$ cat config.mk
export PLATFORM = sky130hd
export DESIGN_NAME = irq_req_bank
export DESIGN_NICKNAME = d
export VERILOG_FILES = /design/src/logic/irq_bank_pkg.sv /design/src/logic/pin_edge_detect.sv /design/src/logic/grouped_req_reg.sv /design/src/logic/irq_req_bank.sv
export SDC_FILE = /design/constraint.sdc
export NUM_CORES = 1
export LEC_CHECK = 0
export ABC_AREA = 1
export ABC_CLOCK_PERIOD_IN_PS = 2100
export BUFFER_PORTS_ARGS = -buffer_cell sky130_fd_sc_hd__buf_2
export CAP_MARGIN = 10
export CORE_UTILIZATION = 50
export DETAILED_ROUTE_END_ITERATION = 10
export GPL_TIMING_DRIVEN = 0
export PLACE_DENSITY = 0.87
export SLEW_MARGIN = 10
export SYNTH_ARGS = -nofsm -noshare
export SYNTH_HDL_FRONTEND = slang
export SYNTH_HIERARCHICAL = 1
export SYNTH_SLANG_ARGS = --single-unit
export TNS_END_PERCENT = 50
$ cat constraint.sdc
create_clock -name pclk -period 2.1 [get_ports pclk]
set_input_delay 0.21 -clock pclk [delete_from_list [all_inputs] [get_ports pclk]]
set_output_delay 0.21 -clock pclk [all_outputs]
set_load 0.05 [all_outputs]
$ cat src/logic/irq_bank_pkg.sv
// Constants, offsets and field layouts of the interrupt request/enable bank.
package irq_bank_pkg;

	// Bus and register widths.
	localparam int ADDR_W  = 8;
	localparam int DATA_W  = 32;
	localparam int REG_W   = 8;
	localparam int N_CTL   = 4;
	localparam int N_GRP   = 5;
	localparam int N_SLOT  = 16;
	localparam int VEC_W   = 4;

	// Byte addresses of the registers on the bus.
	localparam logic [7:0] OFS_EDGE_CFG = 8'h00;
	localparam logic [7:0] OFS_CTL [N_CTL] = '{8'h04, 8'h08, 8'h0C, 8'h10};
	localparam logic [7:0] OFS_GRP [N_GRP] =
		'{8'h14, 8'h18, 8'h1C, 8'h20, 8'h24};
	localparam logic [7:0] OFS_VEC_STAT = 8'h28;

	// Every control byte but the first keeps enables low and their flags four bits up.
	localparam int EN_LSB   = 0;
	localparam int FLAG_LSB = 4;
	localparam int PAIRS    = 4;

	// The first primary register is the exception: bit 0 is the global
	// enable and bit 7 is absent, so its flags sit one place below their
	// enables' partners and its sources take slots 1 to 3.
	localparam int CTL0_SKEW  = 1;
	localparam int SLOT_EXT_A = 1;
	localparam int SLOT_ERR   = 2;
	localparam int SLOT_PHASE = 3;

	// Fields of the primary control registers.
	localparam int GLOBAL_EN_BIT = 0;
	localparam int EXT_A_FLAG    = 4;
	localparam int ERR_FLAG      = 5;
	localparam int PHASE_FLAG    = 6;
	localparam int SERIAL_FLAG   = 7;
	localparam int OVP_FLAG_LSB  = 4;
	localparam int EXT_B_FLAG    = 6;
	localparam int GRP0_FLAG     = 7;

	// Edge configuration fields and the bits that really exist.
	localparam int EDGE_A_LSB = 0;
	localparam int EDGE_B_LSB = 2;
	localparam logic [7:0] EDGE_CFG_MASK = 8'h0F;
	localparam logic [7:0] CTL0_MASK     = 8'h7F;
	localparam logic [7:0] FULL_MASK     = 8'hFF;
	localparam logic [7:0] GRP4_MASK     = 8'h77;

	// Status word layout: pending bit and offered vector.
	localparam int STAT_REQ_BIT = 7;

	// Reset value of every register byte.
	localparam logic [7:0] REG_RST = 8'h00;

	// Trigger edge selection of an external pin.
	typedef enum logic [1:0] {
		ES_OFF  = 2'h0,
		ES_RISE = 2'h1,
		ES_FALL = 2'h2,
		ES_BOTH = 2'h3
	} edge_sel_e;

endpackage : irq_bank_pkg

$ cat src/logic/pin_edge_detect.sv
// Turns a synchronous pin level into a one-cycle pulse on the selected edge.
`timescale 1ns/10ps
module pin_edge_detect (
	input  wire logic                  pclk,
	input  wire logic                  presetn,
	input  wire logic                  pin,
	input  wire irq_bank_pkg::edge_sel_e sel,
	output logic                       hit_q
);
	import irq_bank_pkg::*;

	// All state of the detector.
	typedef struct packed {
		logic prev;  // Pin level one cycle earlier.
		logic hit;   // Registered edge pulse.
	} det_s;

	det_s s_q;  // Current state.
	det_s s_d;  // Next state.

	// Compare the pin with its last level and qualify by the edge select.
	always_comb begin
		s_d = s_q;
		s_d.prev = pin;
		case (sel)
			ES_RISE: s_d.hit = pin & ~s_q.prev;
			ES_FALL: s_d.hit = ~pin & s_q.prev;
			ES_BOTH: s_d.hit = pin ^ s_q.prev;
			default: s_d.hit = 1'b0;
		endcase
	end

	// The previous level resets low, so a pin high at release reads as a rise.
	always_ff @(posedge pclk or negedge presetn) begin
		if (!presetn) begin
			s_q <= '0;
		end else begin
			s_q <= s_d;
		end
	end

	assign hit_q = s_q.hit;

endmodule : pin_edge_detect

$ cat src/logic/grouped_req_reg.sv
// One grouped register: four secondary flags and enables and a group pulse.
`timescale 1ns/10ps
module grouped_req_reg #(
	parameter logic [7:0] IMPL_MASK = 8'hFF
) (
	input  wire logic       pclk,
	input  wire logic       presetn,
	input  wire logic       wr_stb,
	input  wire logic [7:0] wdata,
	input  wire logic [3:0] evt,
	output logic      [7:0] reg_q,
	output logic            pend,
	output logic            set_q
);
	import irq_bank_pkg::*;

	// All state of one grouped register.
	typedef struct packed {
		logic [7:0] bits;  // Flags high, enables low.
		logic       prev;  // Group pending one cycle earlier.
		logic       set;   // Pulse towards the primary group flag.
	} grp_s;

	grp_s s_q;  // Current state.
	grp_s s_d;  // Next state.

	// Software writes first, then hardware events set flags so they win.
	always_comb begin
		s_d = s_q;
		if (wr_stb) begin
			s_d.bits = wdata & IMPL_MASK;
		end
		s_d.bits[FLAG_LSB +: PAIRS] = s_d.bits[FLAG_LSB +: PAIRS]
			| (evt & IMPL_MASK[FLAG_LSB +: PAIRS]);
		s_d.prev = pend;
		s_d.set  = pend & ~s_q.prev;
	end

	// Register the state; every bit clears at reset.
	always_ff @(posedge pclk or negedge presetn) begin
		if (!presetn) begin
			s_q <= '0;
		end else begin
			s_q <= s_d;
		end
	end

	assign reg_q = s_q.bits;
	// A pending enabled secondary request drives the group flag.
	assign pend  = |(s_q.bits[FLAG_LSB +: PAIRS] & s_q.bits[EN_LSB +: PAIRS]);
	assign set_q = s_q.set;

endmodule : grouped_req_reg

$ cat src/logic/irq_req_bank.sv
// Interrupt request and enable register bank with an APB register port.
`timescale 1ns/10ps
module irq_req_bank (
	input  wire logic        pclk,
	input  wire logic        presetn,
	input  wire logic        psel,
	input  wire logic        penable,
	input  wire logic        pwrite,
	input  wire logic [7:0]  paddr,
	input  wire logic [31:0] pwdata,
	output logic      [31:0] prdata,
	output logic             pready,
	output logic             pslverr,
	input  wire logic        ext_pin_a,
	input  wire logic        ext_pin_b,
	input  wire logic        phase_prot_evt,
	input  wire logic        error_signal_evt,
	input  wire logic        serial_if_evt,
	input  wire logic [4:0]  overvolt_evt,
	input  wire logic [19:0] grouped_evt,
	input  wire logic        stack_full,
	input  wire logic        int_ack,
	output logic             int_req,
	output logic      [3:0]  int_vec
);
	import irq_bank_pkg::*;

	// All state of the bank apart from the grouped registers and the pin edge detectors.
	typedef struct packed {
		logic [7:0]            edge_cfg;  // Edge selects of both pins.
		logic [N_CTL-1:0][7:0] ctl;       // Primary control registers.
		logic [31:0]           rdata;     // Read data for the access phase.
		logic                  ready;     // Access phase answer.
		logic                  slverr;    // Unmapped address answer.
		logic                  req;       // Interrupt offered to the core.
		logic [VEC_W-1:0]      vec;       // Vector of the offered source.
	} bank_s;

	bank_s s_q;  // Current state.
	bank_s s_d;  // Next state.

	logic [7:0]        grp_q [N_GRP];   // Grouped register contents.
	logic [N_GRP-1:0]  grp_pend;        // Group has an enabled request.
	logic [N_GRP-1:0]  grp_set;         // Group request newly pending.
	logic [N_GRP-1:0]  grp_wr;          // Write strobe per grouped register.
	logic              hit_a;           // First pin edge pulse.
	logic              hit_b;           // Second pin edge pulse.
	logic              bus_setup;       // Setup phase of a transfer.
	logic              bus_wr;          // Completing write transfer.
	logic [N_SLOT-1:0] slot_set;        // Hardware set per primary slot.

	// Enabled and flagged pairs of one control byte.
	function automatic logic [PAIRS-1:0] pairs_pending(input logic [7:0] r);
		pairs_pending = r[FLAG_LSB +: PAIRS] & r[EN_LSB +: PAIRS];
	endfunction : pairs_pending

	// Flag bit of a slot inside its control byte. The enable of slot v is
	// always bit v mod 4; only the first byte shifts its flags one down.
	// Getting this wrong would let one source's enable unmask another.
	function automatic int flag_pos(input logic [VEC_W-1:0] v);
		int b;
		b = FLAG_LSB + int'(v[1:0]);
		if (v < VEC_W'(PAIRS)) begin
			b = b - CTL0_SKEW;
		end
		flag_pos = b;
	endfunction : flag_pos

	// Pending slots of all primary registers; slot 0 is the global
	// enable itself and therefore never requests.
	function automatic logic [N_SLOT-1:0] slots_pending(
		input logic [N_CTL-1:0][7:0] c
	);
		logic [N_SLOT-1:0] p;
		p = '0;
		for (int r = 1; r < N_CTL; r++) begin
			p[r*PAIRS +: PAIRS] = pairs_pending(c[r]);
		end
		// First byte: flags 6 to 4 pair with enables 3 to 1.
		p[CTL0_SKEW +: PAIRS-1] = c[0][EXT_A_FLAG +: PAIRS-1]
			& c[0][EN_LSB + CTL0_SKEW +: PAIRS-1];
		p[0] = 1'b0;
		slots_pending = p;
	endfunction : slots_pending

	// Lowest numbered pending slot wins; this fixes the service priority.
	function automatic logic [VEC_W-1:0] pick(input logic [N_SLOT-1:0] p);
		logic [VEC_W-1:0] v;
		v = '0;
		for (int i = N_SLOT - 1; i >= 0; i--) begin
			if (p[i]) begin
				v = VEC_W'(i);
			end
		end
		pick = v;
	endfunction : pick

	// True when the address hits one of the implemented words.
	function automatic logic is_mapped(input logic [7:0] a);
		logic m;
		m = (a == OFS_EDGE_CFG) || (a == OFS_VEC_STAT);
		for (int r = 0; r < N_CTL; r++) begin
			m = m | (a == OFS_CTL[r]);
		end
		for (int g = 0; g < N_GRP; g++) begin
			m = m | (a == OFS_GRP[g]);
		end
		is_mapped = m;
	endfunction : is_mapped

	// Bus phases. The slave answers in the first access cycle.
	assign bus_setup = psel & ~penable;
	assign bus_wr    = psel & penable & s_q.ready & pwrite;

	// Edge detectors for both external pins.
	pin_edge_detect u_edge_a (
		.pclk    (pclk),
		.presetn (presetn),
		.pin     (ext_pin_a),
		.sel     (edge_sel_e'(s_q.edge_cfg[EDGE_A_LSB +: 2])),
		.hit_q   (hit_a)
	);

	pin_edge_detect u_edge_b (
		.pclk    (pclk),
		.presetn (presetn),
		.pin     (ext_pin_b),
		.sel     (edge_sel_e'(s_q.edge_cfg[EDGE_B_LSB +: 2])),
		.hit_q   (hit_b)
	);

	// Five grouped registers feed the group flags of the primary bank.
	for (genvar g = 0; g < N_GRP; g++) begin : g_grp
		assign grp_wr[g] = bus_wr & (paddr == OFS_GRP[g]);
		grouped_req_reg #(
			.IMPL_MASK ((g == N_GRP - 1) ? GRP4_MASK : FULL_MASK)
		) u_grp (
			.pclk    (pclk),
			.presetn (presetn),
			.wr_stb  (grp_wr[g]),
			.wdata   (pwdata[7:0]),
			.evt     (grouped_evt[g*PAIRS +: PAIRS]),
			.reg_q   (grp_q[g]),
			.pend    (grp_pend[g]),
			.set_q   (grp_set[g])
		);
	end

	// Map every hardware source onto its primary flag slot.
	always_comb begin
		slot_set = '0;
		slot_set[SLOT_EXT_A]                       = hit_a;
		slot_set[SLOT_ERR]                         = error_signal_evt;
		slot_set[SLOT_PHASE]                       = phase_prot_evt;
		slot_set[1*PAIRS +: 3]                     = overvolt_evt[2:0];
		slot_set[SERIAL_FLAG - FLAG_LSB + 1*PAIRS] = serial_if_evt;
		slot_set[2*PAIRS +: 2]                     = overvolt_evt[4:3];
		slot_set[EXT_B_FLAG - FLAG_LSB + 2*PAIRS]  = hit_b;
		slot_set[GRP0_FLAG - FLAG_LSB + 2*PAIRS]   = grp_set[0];
		slot_set[3*PAIRS +: PAIRS]                 = grp_set[N_GRP-1:1];
	end

	// Next state: bus answer, software writes, acknowledge, hardware sets.
	always_comb begin
		s_d = s_q;
		s_d.ready = bus_setup;
		if (bus_setup) begin
			// Read data is captured in the setup phase for a registered answer.
			s_d.rdata  = '0;
			s_d.slverr = ~is_mapped(paddr);
			if (paddr == OFS_EDGE_CFG) begin
				s_d.rdata[7:0] = s_q.edge_cfg;
			end
			if (paddr == OFS_VEC_STAT) begin
				s_d.rdata[STAT_REQ_BIT] = s_q.req;
				s_d.rdata[VEC_W-1:0]    = s_q.vec;
			end
			for (int r = 0; r < N_CTL; r++) begin
				if (paddr == OFS_CTL[r]) begin
					s_d.rdata[7:0] = s_q.ctl[r];
				end
			end
			for (int g = 0; g < N_GRP; g++) begin
				if (paddr == OFS_GRP[g]) begin
					s_d.rdata[7:0] = grp_q[g];
				end
			end
		end else begin
			// Outside the setup phase the answer returns to an idle zero.
			s_d.rdata  = '0;
			s_d.slverr = 1'b0;
		end
		// Software writes keep only the implemented bits.
		if (bus_wr && paddr == OFS_EDGE_CFG) begin
			s_d.edge_cfg = pwdata[7:0] & EDGE_CFG_MASK;
		end
		for (int r = 0; r < N_CTL; r++) begin
			if (bus_wr && paddr == OFS_CTL[r]) begin
				s_d.ctl[r] = pwdata[7:0] & ((r == 0) ? CTL0_MASK : FULL_MASK);
			end
		end
		// The core's acknowledge clears the flag of the offered vector.
		if (int_ack && s_q.req) begin
			s_d.ctl[s_q.vec[3:2]][flag_pos(s_q.vec)] = 1'b0;
		end
		// Hardware sets come last so an event is never lost to a clear.
		for (int i = 1; i < N_SLOT; i++) begin
			if (slot_set[i]) begin
				s_d.ctl[i / PAIRS][flag_pos(VEC_W'(i))] = 1'b1;
			end
		end
		// Offer an interrupt only when all qualifiers hold.
		s_d.req = s_d.ctl[0][GLOBAL_EN_BIT] & ~stack_full
			& (|slots_pending(s_d.ctl));
		s_d.vec = pick(slots_pending(s_d.ctl));
	end

	// Register the whole bank state; every bit clears at power-on reset.
	always_ff @(posedge pclk or negedge presetn) begin
		if (!presetn) begin
			s_q <= '0;
		end else begin
			s_q <= s_d;
		end
	end

	// Outputs come straight from the state flip-flops.
	assign prdata  = s_q.rdata;
	assign pready  = s_q.ready;
	assign pslverr = s_q.slverr;
	assign int_req = s_q.req;
	assign int_vec = s_q.vec;

	// Unimplemented bits of the edge configuration and the first control byte never hold a one.
	property p_rsvd_zero;
		@(posedge pclk) disable iff (!presetn)
		(s_q.edge_cfg[7:4] == 4'h0) && (s_q.ctl[0][7] == 1'b0);
	endproperty
	a_rsvd_zero: assert property (p_rsvd_zero)
		else $error("Reserved bit set in bank.");

	// An offered interrupt had global enable and free stack.
	property p_req_qual;
		@(posedge pclk) disable iff (!presetn)
		int_req |-> s_q.ctl[0][GLOBAL_EN_BIT] && !$past(stack_full);
	endproperty
	a_req_qual: assert property (p_req_qual)
		else $error("Interrupt offered without qualifiers.");

	// The offered vector points to a flagged and enabled slot.
	property p_vec_valid;
		@(posedge pclk) disable iff (!presetn)
		int_req |-> s_q.ctl[int_vec[3:2]][flag_pos(int_vec)]
			&& s_q.ctl[int_vec[3:2]][EN_LSB + int'(int_vec[1:0])];
	endproperty
	a_vec_valid: assert property (p_vec_valid)
		else $error("Vector points at an idle source.");

	// A phase protection event sets its flag at the next edge.
	property p_phase_set;
		@(posedge pclk) disable iff (!presetn)
		phase_prot_evt |=> s_q.ctl[0][PHASE_FLAG];
	endproperty
	a_phase_set: assert property (p_phase_set)
		else $error("Phase protection flag not set.");

	// A serial interface event sets its flag at the next edge.
	property p_serial_set;
		@(posedge pclk) disable iff (!presetn)
		serial_if_evt |=> s_q.ctl[1][SERIAL_FLAG];
	endproperty
	a_serial_set: assert property (p_serial_set)
		else $error("Serial interface flag not set.");

	// Overvoltage channel 2 lands in bit 6 of the second register.
	property p_ovp_set;
		@(posedge pclk) disable iff (!presetn)
		overvolt_evt[2] |=> s_q.ctl[1][OVP_FLAG_LSB + 2];
	endproperty
	a_ovp_set: assert property (p_ovp_set)
		else $error("Overvoltage flag not set.");

	// A rise of the first pin under rising select sets its flag two edges on.
	property p_ext_a_rise;
		@(posedge pclk) disable iff (!presetn)
		(s_q.edge_cfg[EDGE_A_LSB +: 2] == ES_RISE) && $rose(ext_pin_a)
			|-> ##2 s_q.ctl[0][EXT_A_FLAG];
	endproperty
	a_ext_a_rise: assert property (p_ext_a_rise)
		else $error("First pin rise did not set its flag.");

	// Under both-edge select any change of the second pin sets its flag.
	property p_ext_b_both;
		@(posedge pclk) disable iff (!presetn)
		(s_q.edge_cfg[EDGE_B_LSB +: 2] == ES_BOTH) && $changed(ext_pin_b)
			|-> ##2 s_q.ctl[2][EXT_B_FLAG];
	endproperty
	a_ext_b_both: assert property (p_ext_b_both)
		else $error("Second pin edge did not set its flag.");

	// A newly pending group request sets the first group flag.
	property p_grp_set;
		@(posedge pclk) disable iff (!presetn)
		$rose(grp_pend[0]) |-> ##2 s_q.ctl[2][GRP0_FLAG];
	endproperty
	a_grp_set: assert property (p_grp_set)
		else $error("Group flag not set by secondary request.");

	// An error signal event sets its flag at the next edge.
	property p_err_set;
		@(posedge pclk) disable iff (!presetn)
		error_signal_evt |=> s_q.ctl[0][ERR_FLAG];
	endproperty
	a_err_set: assert property (p_err_set)
		else $error("Error signal flag not set.");

	// A fall of the first pin under falling select sets its flag.
	property p_ext_a_fall;
		@(posedge pclk) disable iff (!presetn)
		(s_q.edge_cfg[EDGE_A_LSB +: 2] == ES_FALL) && $fell(ext_pin_a)
			|-> ##2 s_q.ctl[0][EXT_A_FLAG];
	endproperty
	a_ext_a_fall: assert property (p_ext_a_fall)
		else $error("First pin fall did not set its flag.");

	// A fall of the second pin under falling select sets its flag.
	property p_ext_b_fall;
		@(posedge pclk) disable iff (!presetn)
		(s_q.edge_cfg[EDGE_B_LSB +: 2] == ES_FALL) && $fell(ext_pin_b)
			|-> ##2 s_q.ctl[2][EXT_B_FLAG];
	endproperty
	a_ext_b_fall: assert property (p_ext_b_fall)
		else $error("Second pin fall did not set its flag.");

endmodule : irq_req_bank

Word level (Yosys, flattened, before mapping)
Index checks and enable logic that the tools add are counted.
Storage, ports and cells
  input port bits: 77
  output and inout port bits: 39
  memories: 0
  memory bits (read-only): 0
  latch bits: 0
  bits in registers: 128
  bits in writable memories: 0
Cells by class
  add/sub/neg operators: 2
  multipliers: 0
  bitwise operators: 62
  reduce and logical (&&, ||, !) cells: 19
  div/mod/pow operators: 0
  shift operators: 0
  order comparisons: 11
  equality and inequality tests: 16
  muxes and demuxes: 71
Operators by type and width (count)
  $mux W32: 6
  $mux W8: 23
  $ge A32 B1 Y1 const B: 4
  $lt A32 B5 Y1 const B: 4
  $mux W4: 17
  $and A32 B32 Y32: 1
  $eq A8 B5 Y1 const B: 4
  $not A32 Y32: 1
  $and A4 B4 Y4: 7
  $eq A8 B6 Y1 const B: 3
  $or A8 B8 Y8: 3
  $and A1 B1 Y1: 20
  $reduce_or A4 Y1: 5
  $mux W1: 18
  $demux W8 S2: 1
  $eq A8 B4 Y1 const B: 2
  $or A4 B4 Y4: 4
  $reduce_or A15 Y1: 1
  $demux W1 S3: 4
  $not A1 Y1: 12
  $logic_and A1 B1 Y1: 11
  $or A1 B1 Y1: 9
  $eq A2 B2 Y1 const B: 4
  $eq A8 B3 Y1 const B: 1
  13 further kinds: 16

Depth between registers and ports, before layout
Gate-level depths: netlist of run 1.
  word-level depth: 30
  gate-level depth with buffers: 23
  gate-level depth less buffers: 23

Cells and area by module
Netlist of run 1, hierarchy kept.
By module, submodules not included
  irq_req_bank: area an instance 3513.4 um^2, times used 1, cells each 481, seq. area each 1276.2 um^2
  grouped_req_reg at g_grp[0].u_grp ...: area an instance 462.9 um^2, times used 4, cells each 53, seq. area each 250.2 um^2
  grouped_req_reg at g_grp[4].u_grp: area an instance 366.6 um^2, times used 1, cells each 43, seq. area each 200.2 um^2
  pin_edge_detect: area an instance 113.9 um^2, times used 2, cells each 13, seq. area each 50.0 um^2

Worst setup path before layout of run 1
Ideal clock, no wire load.
  path type: register to register
  start: register s_q (netlist bit pready)
  end: register s_q (netlist bit int_vec[0])
  arrival time: 2.035 ns
  clock period less this slack: 2.152 ns
  library setup time: 0.117 ns
  slack: -0.052 ns
  stages on the path, launching flop included: 22
  cell sequence: dfrtp_1 nand2_1 nor2_4 nand3_4 clkinv_2 nand2_1 o21ai_1 a21oi_2 nand2_1 nand2_1 nand2_1 nand2_1 nand2_1 nand2_1 nand2_1 nand2_1 nand2_1 nand2_1 nand2_1 nand2_1 nand2_1 nand2_1
RTL lines
  from (decl): line irq_req_bank.sv:39  | bank_s s_q;
  from (signal assigned): line irq_req_bank.sv:221  | s_q <= '0;
  from (signal assigned): line irq_req_bank.sv:223  | s_q <= s_d;

==> results of run 1 <==
==> final cells by class <==
type                       instances  area (µm²)
fill                            1042        4410
clock buffer                      12       246.5
sequential                       103        2582
multi-input combinational        511        2554
buffer                            83       638.1
timing repair buffer              83       515.5
tap                              143       178.9
clock inverter                     4       30.03
inverter                          89       360.3
==> flip-flops by register name, summed over array words and instances (netlist names) <==
name and cells:
g_grp.u_grp/reg_q 38, g_grp.u_grp/s_q 5, g_grp.u_grp/set_q 5, int_req 1, int_vec 4, prdata 8, pready 1, pslverr 1
s_q 36, u_edge_a/hit_q 1, u_edge_a/s_q 1, u_edge_b/hit_q 1, u_edge_b/s_q 1
==> worst reg2reg max path, delay by kind of cell, from the launching register on <==
| kind | cells | cell delay [ns] |
|---|---|---|
| buf+inv | 2 | 0.13 |
| flops | 1 | 0.43 |
| compound gates | 5 | 0.69 |
| fa+ha+maj | 1 | 0.19 |
| simple gates | 6 | 0.67 |
==> cell families after synthesis <==
family,share of synthesized area [%]
DFF,43.25
and+or+nand+nor,25.13
AOI/OAI and AO/OA,12.68
other,0.1260
muxes,1.050
adders and majority gates,1.050
buffers and inverters,16.71
==> worst paths after layout <==
path,slack [ns],endpoint,start
min in group asynchronous,0.42,g_grp[2].u_grp/reg_q[6],presetn
max in group asynchronous,1.00,u_edge_b/s_q[1],presetn
hold reg to reg,0.39,g_grp[1].u_grp/set_q,g_grp[1].u_grp/s_q[1]
hold / removal,0.03,g_grp[2].u_grp/reg_q[5],grouped_evt[9]
setup / recovery,-0.11,int_vec[1],int_vec[0]
setup reg to reg,-0.11,int_vec[1],int_vec[0]
==> cells in the mapped netlist, drive strengths merged <==
cell type    n
a31oi        3
a21oi       43
o2111ai      5
or2          1
a22oi        1
o221ai       4
o22ai        8
a221oi       3
a311o        1
nor4         1
o21ai       38
dfrtp      103
o211ai       2
ha           5
nand2      247
buf         82
nand3       26
clkinv       2
o21bai      11
a311oi       1
mux2i        4
a211oi       1
inv         87
conb         2
nor3         5
a21boi       1
nor2        67
clkbuf       1
mux2         2
nand4        4
o31ai        1
==> placed cells by master, fill, tap and decap left out, drive strengths merged, types with 2 or more instances in the layout <==
| master | n |
|---|---|
| nor3 | 5 |
| o22ai | 8 |
| nor2 | 67 |
| o21ai | 38 |
| o21bai | 11 |
| a221oi | 3 |
| inv | 88 |
| o211ai | 2 |
| dlygate4sd3 | 4 |
| nand3 | 26 |
| buf | 161 |
| clkinv | 4 |
| a31oi | 3 |
| mux2i | 4 |
| o2111ai | 5 |
| ha | 5 |
| mux2 | 2 |
| nand2 | 247 |
| conb | 26 |
| a21oi | 43 |
| clkbuf | 13 |
| dfrtp | 103 |
| o221ai | 4 |
| nand4 | 4 |
==> what timing repair did <==
item,4_1_cts,5_1_grt
hold buffers,4,0
gates resized for setup,21,5
setup buffers,12,0
setup endpoints to repair,5,5
endpoints found under the hold margin,52,0
pin swaps,13,5
==> power groups by stage <==
stage / Combinational [mW] / Sequential (mW) / Clock, mW
after floorplan: 0.228 / 2.05 / 0
after global placement: 0.388 / 2.04 / 0
final: 0.425 / 2.01 / 1.58
after detailed placement: 0.399 / 2.04 / 0
after CTS: 0.420 / 2.01 / 1.60
after global routing: 0.456 / 2.01 / 1.67
==> stage by stage <==
step | setup slack [ns] | hold WS, ns
finish | -0.1119 | 0.03333
global route | -0.2787 | 0.04481
CTS | -0.05740 | 0.03459
detailed placement | -0.4027 | 0.2794
global placement | -0.4311 | 0.3477
floorplan | 0.03724 | -0.08559
==> metal layers <==
metal | routed length, µm | GRT usage [%] | vias to the layer above
li1 | - | - | 2572
met2 | 7463 | 44.00 | 278
met4 | 476 | 10.54 | 0
met5 | 0 | 0 | -
met1 | 6476 | 34.96 | 2492
met3 | 1571 | 6.506 | 47
==> impl_metrics.ini, run 1 <==
[status]
status = complete, but fails checks
violations = design-rule violations, negative setup slack

[route]
drc = 12
firstDrtPassIters = 8
vias_per_cell = 5.242
dr_total_vias = 5389
first_iter_violations = 367
totalWireLength_um = 15990
routedWlPerCell_um = 15.55
ant_nets = 0

[sta]
fin_skew_ns = 0.006664
maxSlewViolCount = 0
fin_crit_ns = 2.212
min_period_over_period_pct = 105.3
fin_setup_tns_ns = -0.3352
rsz0062_at_grt = yes
relSlewSlack_pct = 53.17
worst_slack_ns = -0.1119
setup_violations = 4
max_freq_mhz = 452.1
finalHoldViolations = 0
tightest_slew_ns = 0.6999

[hold_path]
hold_depth = 3
hold_path.class = in -> reg

[floorplan]
rows = 39
dieArea_mm2 = 0.01236
start_util_pct = 51.75
ios = 116
die_height_um = 111.2
die_w_um = 111.2
core-area_mm2 = 0.01152

[worst_setup_path]
path_cells = inv_4, ha_4, inv_2, nand2_2, o21ai_4, nand3_2, nor2_1, o21bai_1, nand2_1, nand2_2, a31oi_1, o21bai_1, a31oi_1, nor2_1
cpPeakStageDelay_ns = 0.43
cp-end-kind = flop
crit_cells = 14
crit_slowest_cell = dfrtp_2
crit_path_max_fanout = 6
crit_family = compound AO/OA/AOI/OAI gates
reg2regPathDepth = 14
cp_data_arrival_time_ns = 2.45
required_ns = 2.34
cp-start-kind = flop
crit_buf_inv = 2
critPathKind = reg -> reg

[logic_synthesis]
yosysTopAreaCell = dfrtp_1
ys_warn_count = 6
netlist_area_mm2 = 0.005959
yosysUniqueCellTypes = 46
synth_cells = 762
synth_seq_cells = 103
seq_area_frac_synth_pct = 43.25
synth_top_cell_area_share_pct = 43.25
avgSynthCellArea_um2 = 7.821
yosys-top-cells-area = dfrtp_1 (43%), nand2_1 (15%), buf_4 (9.7%)

[global_route]
grt_usage_pct = 27.10
grt_antenna_before_repair = 0
grt_overflow = 0
grt_max_degree = 55
grt_pass1_wl_um = 25720
first_global_vias = 5078

[power_and_ir_drop]
ir_worst_vdd_mv = 0.4714
p_leak_nw = 3.797
switching_power_mw = 1.043
share_seq_of_total_power_pct = 50.0
swShare_pct = 25.99
combPwrFrac_pct = 10.6
power_density_mw_per_mm2 = 564.7
total_power_mw = 4.013
p_int_mw = 2.970
clkPwrFrac_pct = 39.4

[final_layout]
syn2layout_area_growth_pct = 19.23
finalCoreUtilization_pct = 61.70
antennaDiodeCount = 0
nets = 962
instances_no_fill = 1028
fin_area_mm2 = 0.007106
drive_gt1_share_pct = 27.01

[placed_design]
place_area_mm2 = 0.006594
post-place-cells = 996
place_congestion = 0.9493
dp.final_hpwl_um = 11540
portBuffers = 66

[clocking]
cts_buffer_depth = 2
clk_latency_ns = 0.35
cts_buffers = 9
root_buffer = clkbuf_16
cts_tree = built
htree_levels = 3
clock_sinks = 103
cts.reportedPaths.clkPinSlew_ns = 0.07

[job]
maxCapViolCount = 0
No activity file was read; power rests on OpenSTA's default activity.
==> run 2: changes to the inputs <==
Settings changed: PLACE_DENSITY 0.87 to 0.88, SYNTH_HIERARCHICAL 1 to unset.
==> run 2 against run 1 <==
- register-to-register slack got worse by 0.13 ns
- clock skew rose by 0.0036 ns
- highest routed layer unchanged
- clock power decreased by 27%
- sequential share of layout area rose by 3.0 points
- largest power group unchanged
- maximum frequency is 5.5% lower
- clock-buffer cell count is 3 lower
- non-clock buffer count decreased by 41
- first-iteration DRC count grew 57%
- the run ends with negative setup slack left
- total power shrank 6.9%
- wire length down 4.1%
- synthesized area shrank 7.7%
- worst setup slack worse by 0.13 ns
==> impl_metrics.ini, run 2 <==
[route]
ant_nets = 0
first_iter_violations = 576
dr_total_vias = 5063
firstDrtPassIters = 6
totalWireLength_um = 15340
drc = 0
vias_per_cell = 5.444
routedWlPerCell_um = 16.49

[sta]
max_freq_mhz = 427.1
relSlewSlack_pct = 46.92
fin_skew_ns = 0.01023
setup_violations = 5
finalHoldViolations = 0
hold_ws_ns = 0.009775
min_period_over_period_pct = 111.5
fin_setup_tns_ns = -0.6038
rsz0062_at_grt = yes
fin_crit_ns = 2.341
worst_slack_ns = -0.2411
tightest_slew_ns = 0.7962
maxSlewViolCount = 0

[power_and_ir_drop]
total_power_mw = 3.738
p_leak_nw = 3.349
ir_worst_vdd_mv = 0.3468
power_density_mw_per_mm2 = 569.2

[logic_synthesis]
async_reset_ff_share_pct = 100.0
synth_cells = 677
synth_commonest_cells = nand2_1 (164), dfrtp_1 (103), inv_1 (86), o21ai_0 (57), nor2_1 (47)
synth_top_cell_area_share_pct = 46.87
yosysTopAreaCell = dfrtp_1
avgSynthCellArea_um2 = 8.123
yosysUniqueCellTypes = 47
yosysMostFrequentCell = nand2_1
synthFlopType = dfrtp_1
yosys-top-cells-area = dfrtp_1 (47%), nand2_1 (11%), inv_1 (5.9%)
seq_area_frac_synth_pct = 46.87
netlist_area_mm2 = 0.005499
synth-edff-count = 0
ys_warn_count = 0
synth_seq_cells = 103

[floorplan]
rows = 37
core-area_mm2 = 0.01051
dieArea_mm2 = 0.01142
die_w_um = 106.9
start_util_pct = 52.33
ios = 116
die_height_um = 106.9

[global_route]
grt_pass1_wl_um = 23980
grt_antenna_before_repair = 0
grt_overflow = 0
grt_usage_pct = 28.00
first_global_vias = 4744
grt_max_degree = 76

[final_layout]
filler_cell_count = 903
syn2layout_area_growth_pct = 19.41
nets = 873
largest_register_ffs = 38
layout_commonest_cell = nand2_1
antennaDiodeCount = 0
finalCoreUtilization_pct = 62.48
instances_no_fill = 930
drive_gt1_share_pct = 26.20
fin_area_mm2 = 0.006566
multi_input_area_mm2 = 0.002492
final_cell_mix = nand2_1 (152), dfrtp_1 (100), inv_1 (80), buf_2 (63), o21ai_0 (56)
seq_area_mm2 = 0.002581

[worst_setup_path]
cp_data_arrival_time_ns = 2.62
crit_path_max_fanout = 4
cp-start-kind = flop
critPathKind = reg -> reg
cp-end-kind = flop
required_ns = 2.38

[clocking]
htree_levels = 3
root_buffer = clkbuf_8
cts_tree = built
clk_latency_ns = 0.38
cts.reportedPaths.clkPinSlew_ns = 0.10
cts_buffer_depth = 2
clock_sinks = 103
cts_buffers = 9

[placed_design]
place_worst_setup_slack_ns = -0.3820
portBuffers = 63
post-place-cells = 900
dp.final_hpwl_um = 11110
place_congestion = 0.9413
place_area_mm2 = 0.006106

[hold_path]
hold_path.class = in -> reg

[job]
maxCapViolCount = 0

[status]
violations = negative setup slack
status = complete, but fails checks
run 2: changes by cell type after synthesis, sizes merged, moves of 6 or more:
cell and change:
o21ai +32, nand3 -9, nor2 -9, nand2 -74, buf -43, a22o +6, inv +7
run 2: worst paths after layout:
check,startpoint,endpoint,slack (ns),cells past startpoint
hold / removal,grouped_evt[7],g_grp[1].u_grp.reg_q[7],0.01,3
hold reg to reg,g_grp[1].u_grp.s_q[1],g_grp[1].u_grp.set_q,0.40,1
setup reg to reg,int_vec[0],int_vec[0],-0.24,25
setup / recovery,int_vec[0],int_vec[0],-0.24,25
min in group asynchronous,presetn,u_edge_a.s_q[1],0.25,2
max in group asynchronous,presetn,g_grp[3].u_grp.reg_q[1],1.19,3
run 2: report_power, final:
group / total, mW / switching [mW] / internal (mW)
clock network: 1.15 / 0.719 / 0.435
registers: 2.03 / 0.0192 / 2.01
logic: 0.556 / 0.375 / 0.181
total: 3.74 / 1.11 / 2.62
run 2: final cells by class:
class                   instances  area share, %
plain buffers                  45          4.878
clock inverters                 5         0.6669
repair buffers                 80          7.298
well taps                     136          2.591
clock buffers                   9          1.886
flip-flops and latches        103          39.31
inverters                      94          5.412
multi-input cells             458          37.96
run 2: cell families after synthesis:
| kind of cell | share of synthesized area, % |
|---|---|
| fa+ha+maj | 1.138 |
| other cells | 0.06819 |
| simple gates | 20.82 |
| compound gates | 18.86 |
| buf+inv | 12.24 |
| flops | 46.87 |
run 2: what timing repair did:
item | 4_1_cts | 5_1_grt
pin swaps | 9 | 18
hold endpoints to repair | 31 | 0
buffers inserted | 7 | 5
hold buffers | 4 | 0
endpoints found under the setup margin | 5 | 27
gates resized for setup | 14 | 37
run 2: routing by layer:
layer / up-vias / share of wire, % / global-route usage (%)
met5: - / 0 / 0
met4: 0 / 3.6 / 12.72
met3: 56 / 10 / 6.809
met2: 283 / 45 / 41.75
met1: 2342 / 41 / 38.63
li1: 2382 / - / -
run 2: worst max-delay path: stages (launching register included):
cell and delay, ns:
dfrtp_1 0.39, inv_2 0.07, ha_4 0.27, inv_2 0.04
nand2_2 0.08, nand2_4 0.08, inv_4 0.07, nand2_2 0.05
nor2_4 0.10, nand2_1 0.07, nand2_1 0.10, nand2_2 0.07
nand2_2 0.07, nand2_1 0.05, nand2_1 0.10, nand2_1 0.06
nand2_1 0.06, nand2_1 0.04, nand2_1 0.07, nand2_1 0.05
nand2_1 0.07, nand2_1 0.05, nand2_1 0.09, nand2_1 0.05
nand2_1 0.05, nand2_1 0.04
